===== src/common/cpp_regs.vh =====
// Register map, field positions and timing constants of the card presence probe threshold logic.
// Assumes an 8-bit register port with 7-bit addresses; included by bare name.
`ifndef CPP_REGS_VH
`define CPP_REGS_VH

// Register offsets.
`define CPP_ADDR_OPTIONS      7'h3A
`define CPP_ADDR_Q_LOWER      7'h3F
`define CPP_ADDR_Q_UPPER      7'h40
`define CPP_ADDR_I_LOWER      7'h41
`define CPP_ADDR_I_RESULT     7'h42
`define CPP_ADDR_Q_RESULT     7'h43
`define CPP_ADDR_IRQ_STATUS   7'h06
`define CPP_ADDR_IRQ_MASK     7'h07

// Field positions.
`define CPP_OPT_FULL_DRIVE    3
`define CPP_OPT_FILTER        2
`define CPP_OPT_Q_CHANGING    1
`define CPP_OPT_I_CHANGING    0
`define CPP_QRES_SUPPRESS     6
`define CPP_IRQ_DETECT        0
`define CPP_IRQ_FILTER_FLAG   1

// Reset values.
`define CPP_RST_BYTE          8'h00
`define CPP_RST_SAMPLE        6'h00
`define CPP_RST_OPT           2'b00

// Timing: longest total sampling time in ps, clock period in ps.
`define CPP_SAMPLE_MAX_PS     4720000
`define CPP_CLK_PERIOD_PS     5000
`define CPP_SAMPLE_CYCLES     (`CPP_SAMPLE_MAX_PS / `CPP_CLK_PERIOD_PS)
`define CPP_CNT_W             10

`endif


===== src/hdl/cpp_noise_filter.v =====
// Noise filter for one measurement channel of the card presence probe.
// Assumes samples arrive as single-cycle strobes between a start and an end pulse of one procedure.
`timescale 1ns/1ps
`include "cpp_regs.vh"

module cpp_noise_filter (
	// Clock and reset.
	input  wire       clk,
	input  wire       resetn,
	// Procedure framing.
	input  wire       start,
	input  wire       sample_valid,
	input  wire [5:0] sample,
	// Filtered value and instability flag.
	output reg  [5:0] filtered,
	output reg        changing
);

	reg        seen;
	reg  [5:0] last;
	wire [6:0] pair_sum;

	// Sum kept one bit wider so the mean of two full-scale samples cannot wrap.
	assign pair_sum = {1'b0, filtered} + {1'b0, sample};

	// Running mean of the filtered value and each new sample; a changed sample marks the channel as unstable.
	always @(posedge clk or negedge resetn) begin
		if (!resetn) begin
			filtered <= `CPP_RST_SAMPLE;
			changing <= 1'b0;
			seen     <= 1'b0;
			last     <= `CPP_RST_SAMPLE;
		end else if (start) begin
			changing <= 1'b0;
			seen     <= 1'b0;
		end else if (sample_valid) begin
			last <= sample;
			seen <= 1'b1;
			if (!seen) begin
				filtered <= sample;
			end else begin
				filtered <= pair_sum[6:1];
				if (sample != last) begin
					changing <= 1'b1;
				end
			end
		end
	end

endmodule // cpp_noise_filter


===== src/hdl/cpp_irq_ctrl.v =====
// Sticky interrupt status with mask and clear on read for the card presence probe.
// Assumes event pulses are one cycle wide and a read strobe of the status register clears it.
`timescale 1ns/1ps
`include "cpp_regs.vh"

module cpp_irq_ctrl (
	// Clock and reset.
	input  wire       clk,
	input  wire       resetn,
	// Events and software access.
	input  wire [7:0] events,
	input  wire       status_read,
	input  wire [7:0] mask,
	// State and interrupt line.
	output reg  [7:0] status,
	output wire       irq
);

	// A new event in the clearing cycle survives the read.
	always @(posedge clk or negedge resetn) begin
		if (!resetn) begin
			status <= `CPP_RST_BYTE;
		end else if (status_read) begin
			status <= events;
		end else begin
			status <= status | events;
		end
	end

	// Level output, high while any unmasked flag stands.
	assign irq = |(status & mask);

endmodule // cpp_irq_ctrl


===== src/hdl/cpp_threshold.v =====
// Border comparison, result capture and interrupt gating of the card presence probe.
// Assumes the timing engine pulses start, sample strobes and end, and the register port follows one clock.
//
// The strobed register port was chosen for this implementation.
`timescale 1ns/1ps
`include "cpp_regs.vh"

// Function
// - Raise detection interrupt when I measurement falls below the I lower border.
// - I upper border low bits sit in I lower border bits 7:6; exceed raises interrupt.
// - I result register holds last I value in bits 5:0, bits 7:6 read zero.
// - Q result register holds last Q value in bits 5:0, bit 7 reads zero.
// - Suppress bit 6 blocks detection interrupts until next procedure starts.
// - Filter bit 2 bases decision on filtered samples; sampling capped at 4.72us.
// - With filtering, options bit 1 flags a changing Q converter value.
// - With filtering, options bit 0 flags a changing I converter value.
// - Options bit 3 selects full transmitter drive or supply minus 0.4V.
// - Options register exists only on the later revision; else reserved.
// - I upper border assembled from top two bits of three border registers.
// - Detection request sets a dedicated flag in the interrupt status register.
// - Raise detection interrupt when Q measurement exceeds the Q upper border.
module cpp_threshold #(
	parameter LATE_REVISION = 1
) (
	// Clock and reset.
	input  wire       clk,
	input  wire       resetn,
	// Register port.
	input  wire [6:0] reg_addr,
	input  wire [7:0] reg_wdata,
	input  wire       reg_write,
	input  wire       reg_read,
	output reg  [7:0] reg_rdata,
	// Detection timing engine.
	input  wire       probe_start,
	input  wire       probe_end,
	input  wire       sample_valid,
	input  wire [5:0] i_sample,
	input  wire [5:0] q_sample,
	// Front end control.
	output wire       full_drive_select,
	output wire       noise_filter_enable,
	output reg        sample_window_open,
	// Interrupt.
	output wire       irq
);

	// Border and option storage.
	reg  [7:0] q_lower_border;
	reg  [7:0] q_upper_border;
	reg  [7:0] i_lower_border;
	reg  [3:2] option_bits;
	reg  [5:0] i_channel_result;
	reg  [5:0] q_channel_result;
	reg        detect_irq_suppress;
	reg        q_value_changing;
	reg        i_value_changing;
	reg  [7:0] irq_mask;
	reg  [`CPP_CNT_W-1:0] window_count;

	// Filter outputs, interrupt vector and the unfiltered sample holders.
	wire [5:0] i_filtered;
	wire [5:0] q_filtered;
	wire       i_flt_changing;
	wire       q_flt_changing;
	wire [7:0] irq_status;
	reg  [7:0] irq_events;
	reg  [5:0] i_last;
	reg  [5:0] q_last;

	// Revision gate, assembled border, decision inputs and the port decodes.
	wire       options_present = (LATE_REVISION != 0);
	wire [5:0] i_upper_border;
	wire [5:0] i_decide;
	wire [5:0] q_decide;
	wire       detect_hit;
	wire       sel_status;
	wire       wr_q_lower;
	wire       wr_q_upper;
	wire       wr_i_lower;
	wire       wr_options;
	wire       wr_irq_mask;
	wire       wr_q_result;
	reg  [7:0] next_rdata;

	// Converts one raw address into a match, used by every write decode and the status read decode.
	function hit;
		input [6:0] addr;
		input [6:0] target;
		begin
			hit = (addr == target);
		end
	endfunction

	// The six-bit upper border is spread over the top pairs of three registers, upper bits in
	// the lowest address, so software must write all three before the next procedure ends.
	assign i_upper_border = {q_lower_border[7:6], q_upper_border[7:6], i_lower_border[7:6]};

	// Decision source: filtered samples only when the option is present and enabled.
	// On the earlier revision the filter path is never selected, whatever was written.
	assign noise_filter_enable = options_present & option_bits[`CPP_OPT_FILTER];
	assign i_decide = noise_filter_enable ? i_filtered : i_last;
	assign q_decide = noise_filter_enable ? q_filtered : q_last;

	// Comparisons; the Q lower border takes no part in the decision in this design.
	// It is still stored and read back, so software may keep its own use of that field.
	assign detect_hit = (i_decide < i_lower_border[5:0])
		| (i_decide > i_upper_border)
		| (q_decide > q_upper_border[5:0]);

	// Reduced drive unless full drive is selected; the earlier revision always uses reduced drive.
	// Reduced drive saves current at the cost of detection range.
	assign full_drive_select = options_present & option_bits[`CPP_OPT_FULL_DRIVE];

	// Status read decode; reading the status register clears it.
	assign sel_status = hit(reg_addr, `CPP_ADDR_IRQ_STATUS);

	// Write decodes, one per writable location. The options decode is dropped on the earlier
	// revision, so that address behaves as a reserved location there and keeps no state.
	assign wr_q_lower  = reg_write & hit(reg_addr, `CPP_ADDR_Q_LOWER);
	assign wr_q_upper  = reg_write & hit(reg_addr, `CPP_ADDR_Q_UPPER);
	assign wr_i_lower  = reg_write & hit(reg_addr, `CPP_ADDR_I_LOWER);
	assign wr_options  = reg_write & hit(reg_addr, `CPP_ADDR_OPTIONS) & options_present;
	assign wr_irq_mask = reg_write & hit(reg_addr, `CPP_ADDR_IRQ_MASK);
	assign wr_q_result = reg_write & hit(reg_addr, `CPP_ADDR_Q_RESULT);

	// One filter per channel; both restart on a start pulse and see the same in-window strobes.
	cpp_noise_filter u_i_filter (
		.clk          (clk),
		.resetn       (resetn),
		.start        (probe_start),
		.sample_valid (sample_valid & sample_window_open),
		.sample       (i_sample),
		.filtered     (i_filtered),
		.changing     (i_flt_changing)
	);

	cpp_noise_filter u_q_filter (
		.clk          (clk),
		.resetn       (resetn),
		.start        (probe_start),
		.sample_valid (sample_valid & sample_window_open),
		.sample       (q_sample),
		.filtered     (q_filtered),
		.changing     (q_flt_changing)
	);

	// Event vector: detection request and, when filtering, an instability notice.
	// Both are single-cycle pulses taken at the procedure end only.
	always @* begin
		irq_events = 8'h00;
		irq_events[`CPP_IRQ_DETECT] = probe_end & detect_hit & ~detect_irq_suppress;
		irq_events[`CPP_IRQ_FILTER_FLAG] = probe_end & noise_filter_enable & (i_flt_changing | q_flt_changing);
	end

	// Status bit 0 is the detection flag, bit 1 the filter instability notice.
	cpp_irq_ctrl u_irq (
		.clk         (clk),
		.resetn      (resetn),
		.events      (irq_events),
		.status_read (reg_read & sel_status),
		.mask        (irq_mask),
		.status      (irq_status),
		.irq         (irq)
	);

	// Sampling window bounded so a long filtered measurement can never overrun the limit.
	// A procedure whose end never comes still gets its window closed, and later strobes are
	// ignored, so a stuck timing engine cannot stretch the sampling time.
	always @(posedge clk or negedge resetn) begin
		if (!resetn) begin
			sample_window_open <= 1'b0;
			window_count       <= {`CPP_CNT_W{1'b0}};
		end else if (probe_start) begin
			sample_window_open <= 1'b1;
			window_count       <= {`CPP_CNT_W{1'b0}};
		end else if (probe_end) begin
			sample_window_open <= 1'b0;
		end else if (sample_window_open) begin
			if (window_count == `CPP_SAMPLE_CYCLES - 1) begin
				sample_window_open <= 1'b0;
			end
			window_count <= window_count + 1'b1;
		end
	end

	// Unfiltered path keeps the latest in-window sample.
	// It runs whether or not the filter is on, so switching the filter off needs no warm-up.
	always @(posedge clk or negedge resetn) begin
		if (!resetn) begin
			i_last <= `CPP_RST_SAMPLE;
			q_last <= `CPP_RST_SAMPLE;
		end else if (sample_valid & sample_window_open) begin
			i_last <= i_sample;
			q_last <= q_sample;
		end
	end

	// Results and instability flags change only at procedure end, together with the event.
	// Software reading the results after the interrupt thus sees the values that raised it.
	always @(posedge clk or negedge resetn) begin
		if (!resetn) begin
			i_channel_result <= `CPP_RST_SAMPLE;
			q_channel_result <= `CPP_RST_SAMPLE;
			q_value_changing <= 1'b0;
			i_value_changing <= 1'b0;
		end else if (probe_end) begin
			i_channel_result <= i_decide;
			q_channel_result <= q_decide;
			q_value_changing <= noise_filter_enable & q_flt_changing;
			i_value_changing <= noise_filter_enable & i_flt_changing;
		end
	end

	// Q lower border. Its top pair carries the two upper bits of the I upper border, so a write here
	// moves both a Q border and an I border at once.
	always @(posedge clk or negedge resetn) begin
		if (!resetn) begin
			q_lower_border <= `CPP_RST_BYTE;
		end else if (wr_q_lower) begin
			q_lower_border <= reg_wdata;
		end
	end

	// Q upper border; its top pair carries the middle bits of the I upper border.
	always @(posedge clk or negedge resetn) begin
		if (!resetn) begin
			q_upper_border <= `CPP_RST_BYTE;
		end else if (wr_q_upper) begin
			q_upper_border <= reg_wdata;
		end
	end

	// I lower border; its top pair carries the two lowest bits of the I upper border.
	always @(posedge clk or negedge resetn) begin
		if (!resetn) begin
			i_lower_border <= `CPP_RST_BYTE;
		end else if (wr_i_lower) begin
			i_lower_border <= reg_wdata;
		end
	end

	// Option bits. Only the drive level and the filter enable are stored here; the two instability
	// bits are read-only and kept with the results, so no write can fake them.
	always @(posedge clk or negedge resetn) begin
		if (!resetn) begin
			option_bits <= `CPP_RST_OPT;
		end else if (wr_options) begin
			option_bits <= reg_wdata[`CPP_OPT_FULL_DRIVE:`CPP_OPT_FILTER];
		end
	end

	// Interrupt mask, laid out like the status register. Masking only hides the request on the
	// line; the status flag is still set, so polling software sees every detection.
	always @(posedge clk or negedge resetn) begin
		if (!resetn) begin
			irq_mask <= `CPP_RST_BYTE;
		end else if (wr_irq_mask) begin
			irq_mask <= reg_wdata;
		end
	end

	// Suppress bit. A start releases it even when software writes it in that same cycle, so a
	// late write can never block the procedure that has just begun.
	always @(posedge clk or negedge resetn) begin
		if (!resetn) begin
			detect_irq_suppress <= 1'b0;
		end else if (probe_start) begin
			detect_irq_suppress <= 1'b0;
		end else if (wr_q_result) begin
			detect_irq_suppress <= reg_wdata[`CPP_QRES_SUPPRESS];
		end
	end

	// Read data source for the addressed location; unmapped and reserved locations give zero.
	always @* begin
		next_rdata = 8'h00;
		if (reg_read) begin
			case (reg_addr)
				`CPP_ADDR_OPTIONS: begin
					if (options_present) begin
						next_rdata = {4'h0, option_bits, q_value_changing, i_value_changing};
					end else begin
						next_rdata = 8'h00;
					end
				end
				`CPP_ADDR_Q_LOWER:    next_rdata = q_lower_border;
				`CPP_ADDR_Q_UPPER:    next_rdata = q_upper_border;
				`CPP_ADDR_I_LOWER:    next_rdata = i_lower_border;
				`CPP_ADDR_I_RESULT:   next_rdata = {2'b00, i_channel_result};
				`CPP_ADDR_Q_RESULT:   next_rdata = {1'b0, detect_irq_suppress, q_channel_result};
				`CPP_ADDR_IRQ_STATUS: next_rdata = irq_status;
				`CPP_ADDR_IRQ_MASK:   next_rdata = irq_mask;
				default:              next_rdata = 8'h00;
			endcase
		end
	end

	// Read data one cycle after the strobe and zero otherwise, so a stale byte never lingers
	// on the port between reads.
	always @(posedge clk or negedge resetn) begin
		if (!resetn) begin
			reg_rdata <= `CPP_RST_BYTE;
		end else begin
			reg_rdata <= next_rdata;
		end
	end

endmodule // cpp_threshold


===== config.mk =====
export PLATFORM = sky130hd
export DESIGN_NAME = cpp_threshold
export DESIGN_NICKNAME = d
export VERILOG_FILES = /design/src/hdl/cpp_noise_filter.v /design/src/hdl/cpp_irq_ctrl.v /design/src/hdl/cpp_threshold.v
export VERILOG_INCLUDE_DIRS = /design/src /design/src/common
export SDC_FILE = /design/constraint.sdc
export NUM_CORES = 1
export LEC_CHECK = 0
export BUFFER_PORTS_ARGS = -buffer_cell sky130_fd_sc_hd__buf_2
export CAP_MARGIN = 20
export CORE_ASPECT_RATIO = 0.7
export CORE_MARGIN = 3
export CORE_UTILIZATION = 60
export CTS_CLUSTER_SIZE = 14
export DETAILED_ROUTE_END_ITERATION = 16
export HOLD_SLACK_MARGIN = 0.1
export PLACE_DENSITY_LB_ADDON = 0.2
export SYNTH_ARGS = -nofsm -noshare
export SYNTH_HDL_FRONTEND = slang
export SYNTH_SLANG_ARGS = --single-unit

===== constraint.sdc =====
create_clock -name clk -period 2.6 [get_ports clk]
set_input_delay 0 -clock clk [delete_from_list [all_inputs] [get_ports clk]]
set_output_delay 0 -clock clk [all_outputs]
set_load 0.05 [all_outputs]

; Word level (Yosys, flattened, before mapping)
; Cells that the tools add are included.
[op_classes]
add_sub_neg = 3
order_cmp = 3
eq_ne = 12
muxes = 26
n_bitwise = 21
n_reduce_logical = 11
[op_table]
columns = operator, n
row1 = $pmux 8 s8, 1
row2 = $mux 10, 3
row3 = $eq 7x7->1 const B, 4
row4 = $mux 6, 4
row5 = $mux 1, 16
row6 = $mux 8, 2
row7 = $add 6x6->7, 2
row8 = $and 1x1->1, 14
row9 = $eq 7x3->1 const B, 2
row10 = $eq 7x6->1 const B, 2
row11 = $gt 6x6->1, 2
row12 = $ne 6x6->1, 2
row13 = $reduce_bool 2->1, 6
row14 = $add 10x1->10 const B, 1
row15 = $eq 10x10->1 const B, 1
row16 = $and 8x8->8, 1
row17 = $or 8x2->8, 1
row18 = $reduce_or 8->1, 1
row19 = $lt 6x6->1, 1
row20 = $reduce_and 3->1, 2
row21 = $reduce_and 2->1, 2
row22 = $or 1x1->1, 3
row23 = $ne 2x2->1 const B, 1
row24 = $not 1->1, 2
[word_totals]
reg_bits = 115
input_bits = 34
wordCells = 99

; Depth between registers and ports, before layout
; Gate-level depths: netlist of run 1.
[logic_depth]
word_depth = 8
depth_mapped = 9

; Cells and area by module
; A second synthesis of run 1 with hierarchy kept.
[hier_totals]
hier_cells = 572
hier_area_um2 = 6402.4
[modules_own_cells]
columns = module, n_inst, cells_each, area_each_um2, seq_area_each_um2
row1 = cpp_threshold, 1, 384, 4339.2, 2001.9
row2 = cpp_noise_filter at u_i_filter, 1, 83, 893.4, 350.3
row3 = cpp_noise_filter at u_q_filter, 1, 83, 868.3, 350.3
row4 = cpp_irq_ctrl, 1, 22, 301.5, 200.2

; Worst setup path after synthesis of run 1
; No wires, ideal clock.
[synth_path]
path_kind = flip-flop to flip-flop
startpoint = register option_bits[2] (netlist bit)
endpoint = register u_irq.status[0]
setup_time_ns = 0.133
arrival_time_ns = 2.554
required_time_ns = 2.467
path_slack_ns = -0.087
stages_incl_launch_ff = 10
cell_sequence = dfrtp_1 buf_2 buf_2 mux2_2 ha_1 a21oi_1 a21boi_0 o32a_1 a311oi_1 o21ai_0
[synth_via]
elab_cells_between_ends = 11
cone_classes = 3 x order compare / 3 x mux / 5 x bitwise
[synth_lines]
columns = item, line_no
row1 = from (decl), cpp_threshold.v:52  ; reg [3:2] option_bits;
row2 = from (signal assigned), cpp_threshold.v:247  ; option_bits <= `CPP_RST_OPT;
row3 = from (signal assigned), cpp_threshold.v:249  ; option_bits <= reg_wdata[`CPP_OPT_FULL_DRIVE:`CPP_OPT_FILTER];
row4 = $mux 6 *, cpp_threshold.v:103  ; assign q_decide = noise_filter_enable ? q_filtered : q_last;
row5 = named net q_decide[4], cpp_threshold.v:75  ; wire [5:0] q_decide;
row6 = $gt 6x6->1 *, cpp_threshold.v:109  ; | (q_decide > q_upper_border[5:0]);
row7 = $or 1x1->1 *, cpp_threshold.v:109
row8 = $and 1x1->1 * (2 in a row), cpp_threshold.v:152  ; irq_events[`CPP_IRQ_DETECT] = probe_end & detect_hit & ~detect_irq_suppress;
row9 = $or 8x2->8, cpp_irq_ctrl.v:26  ; status <= status | events;
row10 = $mux 8 *, cpp_irq_ctrl.v:23  ; end else if (status_read) begin
row11 = to (signal assigned), cpp_irq_ctrl.v:22  ; status <= `CPP_RST_BYTE;
row12 = to (signal assigned), cpp_irq_ctrl.v:24  ; status <= events;
row13 = to (signal assigned), cpp_irq_ctrl.v:26
row14 = to (decl), cpp_irq_ctrl.v:15  ; output reg [7:0] status,
; Mark *: on every way through the listed nets, which the timed path passes. The rest lies on a longest branch.
; A chain may end at the register's enable or synchronous reset.

; Worst setup path in the final report of run 1
[layout_path]
startpoint = register option_bits[2] (netlist bit)
endpoint = register u_irq.status[0]
[layout_via]
elab_chain_cells = 8
elab_cells_between_ends = 11
cone_classes = 3 x order compare / 3 x mux / 5 x bitwise
[layout_lines]
columns = item, line_no
row1 = $mux 6 *, cpp_threshold.v:102  ; assign i_decide = noise_filter_enable ? i_filtered : i_last;
row2 = named net i_decide[3], cpp_threshold.v:74  ; wire [5:0] i_decide;
row3 = $lt 6x6->1 / $gt 6x6->1 (equally long branches), "cpp_threshold.v:107, cpp_threshold.v:108"
row4 = $or 1x1->1 *, cpp_threshold.v:108  ; | (i_decide > i_upper_border)
row5 = $or 1x1->1 *, cpp_threshold.v:109
row6 = $and 1x1->1 * (2 in a row), cpp_threshold.v:152
row7 = $or 8x2->8, cpp_irq_ctrl.v:26
row8 = $mux 8 *, cpp_irq_ctrl.v:23
; Marks and branches as above.

==> flow_summary.ini, run 1 <==
[die]
dieArea_um2 = 11000
core-area_um2 = 9290
fp-row-count = 29
io_pins = 46
start_util = 0.633
die_h_um = 88.8
die_w_um = 124

[layout]
final_cell_mix = dfrtp_1 (108), nand2_1 (69), mux2_2 (60), buf_2 (44), o21ai_0 (33)
drive_gt1_frac = 0.240
layout.cells.non_filler = 736
antenna_cells = 0
syn_to_final_growth_pct = 15.0
seqCellArea_um2 = 2730
final_common_cell = dfrtp_1
final_core_util = 0.728
finalInstanceArea_um2 = 6760
fill_cells = 698
multi_input_area_um2 = 2880
fin_nets = 671

[timing]
fin_crit_sh = 0.938
hold_viol = 0
worst_slack_ns = 0.160
skew_ns = 0.00371
setup_tns_ns = 0
drv_slew = 0
rsz0062_at_grt = false
whs_ns = 0.110
setup_viol = 0
finalCriticalPeriod_ns = 2.44
max_slew.worst_pin.slew_ns = 0.605
fmax_mhz = 410
relSlewSlack = 0.594

[clock_network]
clock_path_buffers = 2
post-cts-setup-buffers = 0
cts_buffers = 9
cts-root-buf = clkbuf_16
insertion_delay_ns = 0.35
clk_pin_slew_ns = 0.07
cts_sinks = 109
cts_tree = built
htreeDepth = 3

[detailed_routing]
drc_errors = 0
num_vias = 4366
post_drt_wl_per_cell_um = 18.5
drt_iter0_markers = 371
first_pass_iters = 5
routed_via_density = 5.93
routed_wl_um = 13600
ant_nets = 0

[power]
p_leak_nw = 3.11
powerDensity_nw_per_um2 = 672
p_total_mw = 4.54
ir_worst_vdd_uv = 367

[worst_setup_path]
r2r_cells = 8
path_cells = buf_4 -> mux2_2 -> ha_1 -> nand3_1 -> a21boi_0 -> o32a_1 -> a311oi_1 -> o21ai_0
r2r_slack_ns = 0.16
cpLargestDelayFamily = compound AO/OA/AOI/OAI gates
slowest_stage = dfrtp_2
path_buf_inv = 1
end_kind = flop
critPathKind = flop to flop
critical_path_arrival_ns = 2.66
crit_fanout = 12
reg2reg_from = option_bits[2]
startpoint_type = flop
max_stage_delay_ns = 0.52
reg2reg_to = u_irq.status[0]
critPathRequiredTime_ns = 2.82

[global_routing]
grt-ovfl-total = 0
grt_usage = 0.257
grt_max_degree = 110
grt_pass1_vias = 4368
antenna_found_initial = 0
grt_first_pass_wirelength_um = 22300

[synthesis]
seq_area_frac_synth = 0.464
yosysWarnings = 0
synth.distinct_cells = 58
synth_ff_type = dfrtp_1
synth.area.top_cells = dfrtp_1 (46%), mux2_2 (11%), ha_1 (6.0%)
ys_seq_elements = 109
synth_top_area_share = 0.464
synth-edff-count = 0
yosysTopAreaCell = dfrtp_1
syn_area_um2 = 5880
synth_nets = 606
syn_avg_cell_area_um2 = 10.8
ys_async_sr_fraction = 1.00
synthCells = 542

[hold_path]
hold_start = reg_write
whs_path_depth = 4
min_to = detect_irq_suppress
hp-class = primary input to flop

[flow_run]
drv_cap = 0

[placement]
port_buffers = 45
gp_congestion = 0.901
dp_hpwl_um = 9780
dp_cells = 696
dpl_cell_area_um2 = 6180
pre_cts_ws_ns = 0.225

[outcome]
status = finished clean
[worst max path at each step]
stage,from,to,slack [ns],depth (start not counted)
final,option_bits[2],u_irq.status[0],0.16,8
after global placement,option_bits[2],u_irq.status[0],0.33,8
after floorplan,option_bits[2],u_irq.status[0],0.05,9
after detailed placement,option_bits[2],u_irq.status[0],0.22,8
after global routing,option_bits[2],u_irq.status[0],0.02,8
after CTS,option_bits[2],u_irq.status[0],0.19,8
[sequential cells by signal, summed over array words and instances (netlist names)]
| name | count |
|---|---|
| i_last | 6 |
| u_q_filter.filtered | 6 |
| q_value_changing | 1 |
| sample_window_open | 1 |
| window_count | 10 |
| option_bits | 2 |
| q_upper_border | 8 |
| reg_rdata | 8 |
| i_value_changing | 1 |
| q_channel_result | 6 |
| detect_irq_suppress | 1 |
| u_q_filter.last | 6 |
| q_last | 6 |
| q_lower_border | 8 |
| u_i_filter.filtered | 6 |
| i_channel_result | 6 |
| irq_mask | 8 |
| u_i_filter.seen | 1 |
| u_q_filter.changing | 1 |
| u_irq.status | 2 |
| u_i_filter.last | 6 |
| i_lower_border | 8 |
| u_i_filter.changing | 1 |
[cells by family after synthesis]
logic type	after synthesis	share of synthesized area
fa+ha+maj	30	0.0664
compound gates	98	0.110
buf+inv	53	0.0458
flops	109	0.464
simple gates	151	0.124
xor+xnor	27	0.0402
mux	74	0.149
[area by class of cell]
| cell class | count | share of cell area |
|---|---|---|
| Sequential cell | 109 | 0.404 |
| Clock buffer | 13 | 0.0400 |
| Multi-Input combinational cell | 380 | 0.426 |
| Tap cell | 124 | 0.0230 |
| Clock inverter | 3 | 0.0100 |
| Timing Repair Buffer | 78 | 0.0811 |
| Inverter | 29 | 0.0161 |
[layer usage]
layer / GRT usage / wire, µm
met5: 0 / 0
met4: 0.0677 / 142
met3: 0.0513 / 799
met2: 0.408 / 6200
met1: 0.367 / 6470
[where the power goes]
group / switching (mW) / internal (mW)
registers: 0.161 / 1.90
logic: 0.494 / 0.454
clock network: 0.612 / 0.924
[Yosys cell counts, types with 2 or more instances]
| cell | count |
|---|---|
| a21boi_0 | 5 |
| a21oi_1 | 20 |
| a22o_1 | 5 |
| a22oi_1 | 5 |
| a31o_2 | 2 |
| a32o_1 | 6 |
| a32oi_1 | 2 |
| a41oi_1 | 2 |
| and3_1 | 3 |
| and4_1 | 2 |
| buf_1 | 2 |
| buf_2 | 6 |
| buf_6 | 3 |
| clkbuf_1 | 9 |
| clkbuf_8 | 2 |
| dfrtp_1 | 109 |
| fa_1 | 2 |
| ha_1 | 28 |
| inv_1 | 29 |
| mux2_2 | 60 |
| mux2i_1 | 9 |
| mux4_2 | 5 |
| nand2_1 | 69 |
| nand2b_1 | 5 |
| nand3_1 | 13 |
| nand3b_1 | 2 |
| nand4_1 | 5 |
| nor2_1 | 27 |
| nor2_2 | 2 |
| nor2b_1 | 3 |
| nor3_1 | 3 |
| nor3b_1 | 2 |
| nor4_1 | 5 |
| o21ai_0 | 33 |
| o21ai_2 | 3 |
| o31ai_1 | 4 |
| o32a_1 | 3 |
| or3_1 | 2 |
| xnor2_1 | 14 |
| xor2_1 | 13 |
[tightest hold or removal path, delay by kind of cell]
kind                   cells  cell delay [ns]
and+or+nand+nor            2             0.19
buffers and inverters      1             0.15
muxes                      1             0.08
[timing repair]
item	in CTS	in global routing
resized for setup	0	0
hold buffers	24	0
endpoints found under the hold margin	193	0
(Power assumes the default switching activity.)
==> run 2: changes to the inputs <==
- PLACE_DENSITY_LB_ADDON: 0.2 -> 0.05
==> flow_summary.ini, run 2 (synthesized netlist as in run 1, its figures left out) <==
[hold_path]
whs_path_depth = 4
hp-class = primary input to flop
min_to = detect_irq_suppress
hold_start = reg_write

[power]
p_leak_nw = 3.13
swShare = 0.278
p_sw_mw = 1.28
p_comb_frac = 0.205
seq_power_share = 0.448
p_total_mw = 4.60
p_int_mw = 3.32
powerDensity_nw_per_um2 = 675
ir_worst_vdd_uv = 500
p_clk_frac = 0.346

[clock_network]
cts_buffers = 9
cts_sinks = 109
htreeDepth = 3
clock_path_buffers = 2
clk_pin_slew_ns = 0.07
cts_tree = built
insertion_delay_ns = 0.35
cts-root-buf = clkbuf_16

[layout]
regMostFlops = window_count
largest_register_ffs = 10
finalInstanceArea_um2 = 6810
final_common_cell = dfrtp_1
final_cell_mix = dfrtp_1 (108), nand2_1 (69), mux2_2 (60), buf_2 (44), o21ai_0 (33)
multi_input_area_um2 = 2880
layout.cells.non_filler = 740
fill_cells = 673
fin_nets = 675
syn_to_final_growth_pct = 15.9
drive_gt1_frac = 0.240
seqCellArea_um2 = 2730
antenna_cells = 0

[die]
fp-row-count = 29
core-area_um2 = 9290
die_h_um = 88.8
dieArea_um2 = 11000
die_w_um = 124
io_pins = 46
start_util = 0.633

[worst_setup_path]
critPathRequiredTime_ns = 2.82
critical_path_arrival_ns = 2.65
reg2reg_to = u_irq.status[0]
startpoint_type = flop
crit_fanout = 18
r2r_slack_ns = 0.17
r2r_cells = 7
cp-startpoint = option_bits[2]
critPathKind = flop to flop
end_kind = flop
reg2reg_from = option_bits[2]

[timing]
worst_slack_ns = 0.175
drv_slew = 0
relSlewSlack = 0.550
fmax_mhz = 412
hold_viol = 0
setup_tns_ns = 0
fin_crit_sh = 0.933
skew_ns = 0.00774
rsz0062_at_grt = false
finalCriticalPeriod_ns = 2.43
max_slew.worst_pin.slew_ns = 0.670
setup_viol = 0

[global_routing]
grt_max_degree = 60
grt_pass1_vias = 4321
grt_usage = 0.256
grt_first_pass_wirelength_um = 22200
grt-ovfl-total = 0
antenna_found_initial = 0

[placement]
port_buffers = 45
dp_cells = 697
dpl_cell_area_um2 = 6190
pre_cts_ws_ns = 0.156
dp_hpwl_um = 9680
gp_congestion = 0.899

[detailed_routing]
num_vias = 4397
routed_wl_um = 13500
first_pass_iters = 5
drt_iter0_markers = 367
drc_errors = 0
ant_nets = 0
post_drt_wl_per_cell_um = 18.3
routed_via_density = 5.94

[outcome]
status = finished clean

[flow_run]
drv_cap = 0
## run 2: metal layers
metal  share of wire  vias to the layer above  track usage  wire [µm]
li1                -                     2066            -          -
met1            0.47                     2153        0.361       6360
met2            0.44                      152        0.399       5930
met3           0.076                       26       0.0657       1030
met4           0.017                        0       0.0766        225
met5               0                        -            0          0
## run 2: power by group through the flow
stage	Clock [mW]	Combinational, mW	Sequential [mW]
after CTS	1.61	0.939	2.06
after global routing	1.67	1.06	2.09
after floorplan	0	0.662	2.03
final	1.59	0.944	2.06
after detailed placement	0	0.900	2.09
after global placement	0	0.863	2.08
## run 2: worst max-delay path by stage
stage                       to  slack, ns
2_1_floorplan  u_irq.status[0]       0.05
3_3_place_gp   u_irq.status[0]       0.24
3_5_place_dp   u_irq.status[0]       0.16
4_1_cts        u_irq.status[0]       0.13
5_1_grt        u_irq.status[0]       0.01
6_report       u_irq.status[0]       0.17
## run 2: layout make-up
class                   count  area share
clock buffers              11      0.0356
inverters                  29      0.0160
clock inverters             5      0.0158
repair buffers             82      0.0860
well taps                 124      0.0228
flip-flops and latches    109       0.401
multi-input cells         380       0.423
## run 2: per-stage QoR
| step | hold WS [ns] | util |
|---|---|---|
| 3_3_place_gp | 0.0633 | 0.666 |
| 6_report | 0.0978 | 0.733 |
| 4_1_cts | 0.102 | 0.733 |
| 3_5_place_dp | 0.0701 | 0.666 |
| 2_1_floorplan | -0.296 | - |
| 5_1_grt | 0.145 | 0.733 |
## run 2: worst max-delay path, stage by stage (launching register included)
cell and delay (ns):
dfrtp_4 0.58, mux2_2 0.39, ha_1 0.32, a21oi_1 0.13, a21boi_0 0.10, o32a_1 0.38, a311oi_1 0.29, o21ai_0 0.11
## run 2: timing repair
| item | CTS | global route |
|---|---|---|
| setup endpoints to repair | 0 | 1 |
| hold buffers | 27 | 0 |
| endpoints found under the hold margin | 134 | 0 |
| setup buffers | 0 | 0 |
| resized for setup | 0 | 1 |
==> run 3: changes to the inputs <==
- CORE_ASPECT_RATIO: 0.7 -> 1.75
- PLACE_DENSITY: not set -> 0.8
- PLACE_DENSITY_LB_ADDON: 0.05 -> not set
==> flow_summary.ini, run 3 (synthesized netlist as in run 1, its figures left out) <==
[layout]
antenna_cells = 0
final_cell_mix = dfrtp_1 (108), nand2_1 (69), mux2_2 (60), buf_2 (44), o21ai_0 (33)
syn_to_final_growth_pct = 14.9
drive_gt1_frac = 0.239
fill_cells = 720
regMostFlops = window_count
multi_input_area_um2 = 2880
largest_register_ffs = 10
finalInstanceArea_um2 = 6750
final_common_cell = dfrtp_1
seqCellArea_um2 = 2730
fin_nets = 674

[placement]
pre_cts_ws_ns = 0.295
port_buffers = 45
gp_congestion = 0.957
dpl_cell_area_um2 = 6180
dp_hpwl_um = 10100

[detailed_routing]
routed_via_density = 5.92
num_vias = 4365
first_pass_iters = 4
drc_errors = 0
post_drt_wl_per_cell_um = 18.1
drt_iter0_markers = 302
ant_nets = 0
routed_wl_um = 13300

[clock_network]
cts_sinks = 109
htreeDepth = 3
insertion_delay_ns = 0.34
cts_buffers = 9
cts-root-buf = clkbuf_16
cts_tree = built
clock_path_buffers = 2
post-cts-setup-buffers = 0
clk_pin_slew_ns = 0.07

[power]
ir_worst_vdd_uv = 385
p_total_mw = 4.43
p_leak_nw = 3.11
powerDensity_nw_per_um2 = 656

[timing]
hold_viol = 0
relSlewSlack = 0.603
worst_slack_ns = 0.297
fmax_mhz = 434
fin_crit_sh = 0.886
finalCriticalPeriod_ns = 2.30
setup_tns_ns = 0
drv_slew = 0
max_slew.worst_pin.slew_ns = 0.596
rsz0062_at_grt = false
setup_viol = 0
skew_ns = 0.00648
whs_ns = 0.126

[worst_setup_path]
reg2reg_to = u_irq.status[0]
critical_path_arrival_ns = 2.51
critPathKind = flop to flop
max_stage_delay_ns = 0.53
r2r_slack_ns = 0.30
critPathRequiredTime_ns = 2.81
r2r_cells = 7
cpLargestDelayFamily = compound AO/OA/AOI/OAI gates
path_cells = mux2_2 -> ha_1 -> a21oi_1 -> a21boi_0 -> o32a_1 -> a311oi_1 -> o21ai_0
slowest_stage = dfrtp_2
reg2reg_from = option_bits[2]
path_buf_inv = 0
crit_fanout = 12
end_kind = flop
startpoint_type = flop

[die]
die_h_um = 137
io_pins = 46
start_util = 0.617
die_w_um = 80.8
fp-row-count = 47
dieArea_um2 = 11100
core-area_um2 = 9530

[global_routing]
grt_max_degree = 47
grt_first_pass_wirelength_um = 21800
antenna_found_initial = 0
grt-ovfl-total = 0
grt_usage = 0.259
grt_pass1_vias = 4524

[hold_path]
min_to = u_irq.status[1]
hp-class = primary input to flop
hold_start = reg_addr[4]
whs_path_depth = 5

[outcome]
status = finished clean

[flow_run]
drv_cap = 0
## run 3: stage by stage
step / std cells / util
2_1_floorplan: 542 / -
3_3_place_gp: 695 / 0.649
3_5_place_dp: 695 / 0.649
4_1_cts: 737 / 0.709
5_1_grt: 737 / 0.709
6_report: 737 / 0.709
## run 3: worst min-delay path, delay by kind of cell
family	cells	cell delay, ns
AND/OR/NAND/NOR	3	0.23
buffers and inverters	1	0.11
AO/OA/AOI/OAI	1	0.09
## run 3: timing repair
item / CTS / global route
resized for setup: 0 / 0
hold buffers: 26 / 0
hold endpoints to repair: 121 / 0
## run 3: cell type report
cell class                      count  area share
Clock buffer                       11      0.0345
Clock inverter                      5      0.0111
Inverter                           29      0.0161
Multi-Input combinational cell    380       0.426
Sequential cell                   109       0.404
Tap cell                          122      0.0226
Timing Repair Buffer               81      0.0852
## run 3: power breakdown
group	leakage (nW)	switching (mW)	internal [mW]
Combinational	1.58	0.492	0.456
Sequential	1.38	0.158	1.90
Clock	0.153	0.585	0.840
## run 3: per-layer routing
metal	wire (µm)	track usage	share of wire
met5	0	0	0
met4	504	0.133	0.038
met3	401	0.0329	0.030
met2	7460	0.478	0.56
met1	4960	0.281	0.37
## run 3: worst max path at each step
stage / startpoint / to / slack, ns / depth (start not counted)
after floorplan: option_bits[2] / u_irq.status[0] / 0.05 / 9
after global placement: option_bits[2] / u_irq.status[0] / 0.38 / 7
after detailed placement: option_bits[2] / u_irq.status[0] / 0.29 / 7
after CTS: option_bits[2] / u_irq.status[0] / 0.28 / 7
after global routing: option_bits[2] / u_irq.status[0] / 0.13 / 7
final: option_bits[2] / u_irq.status[0] / 0.30 / 7
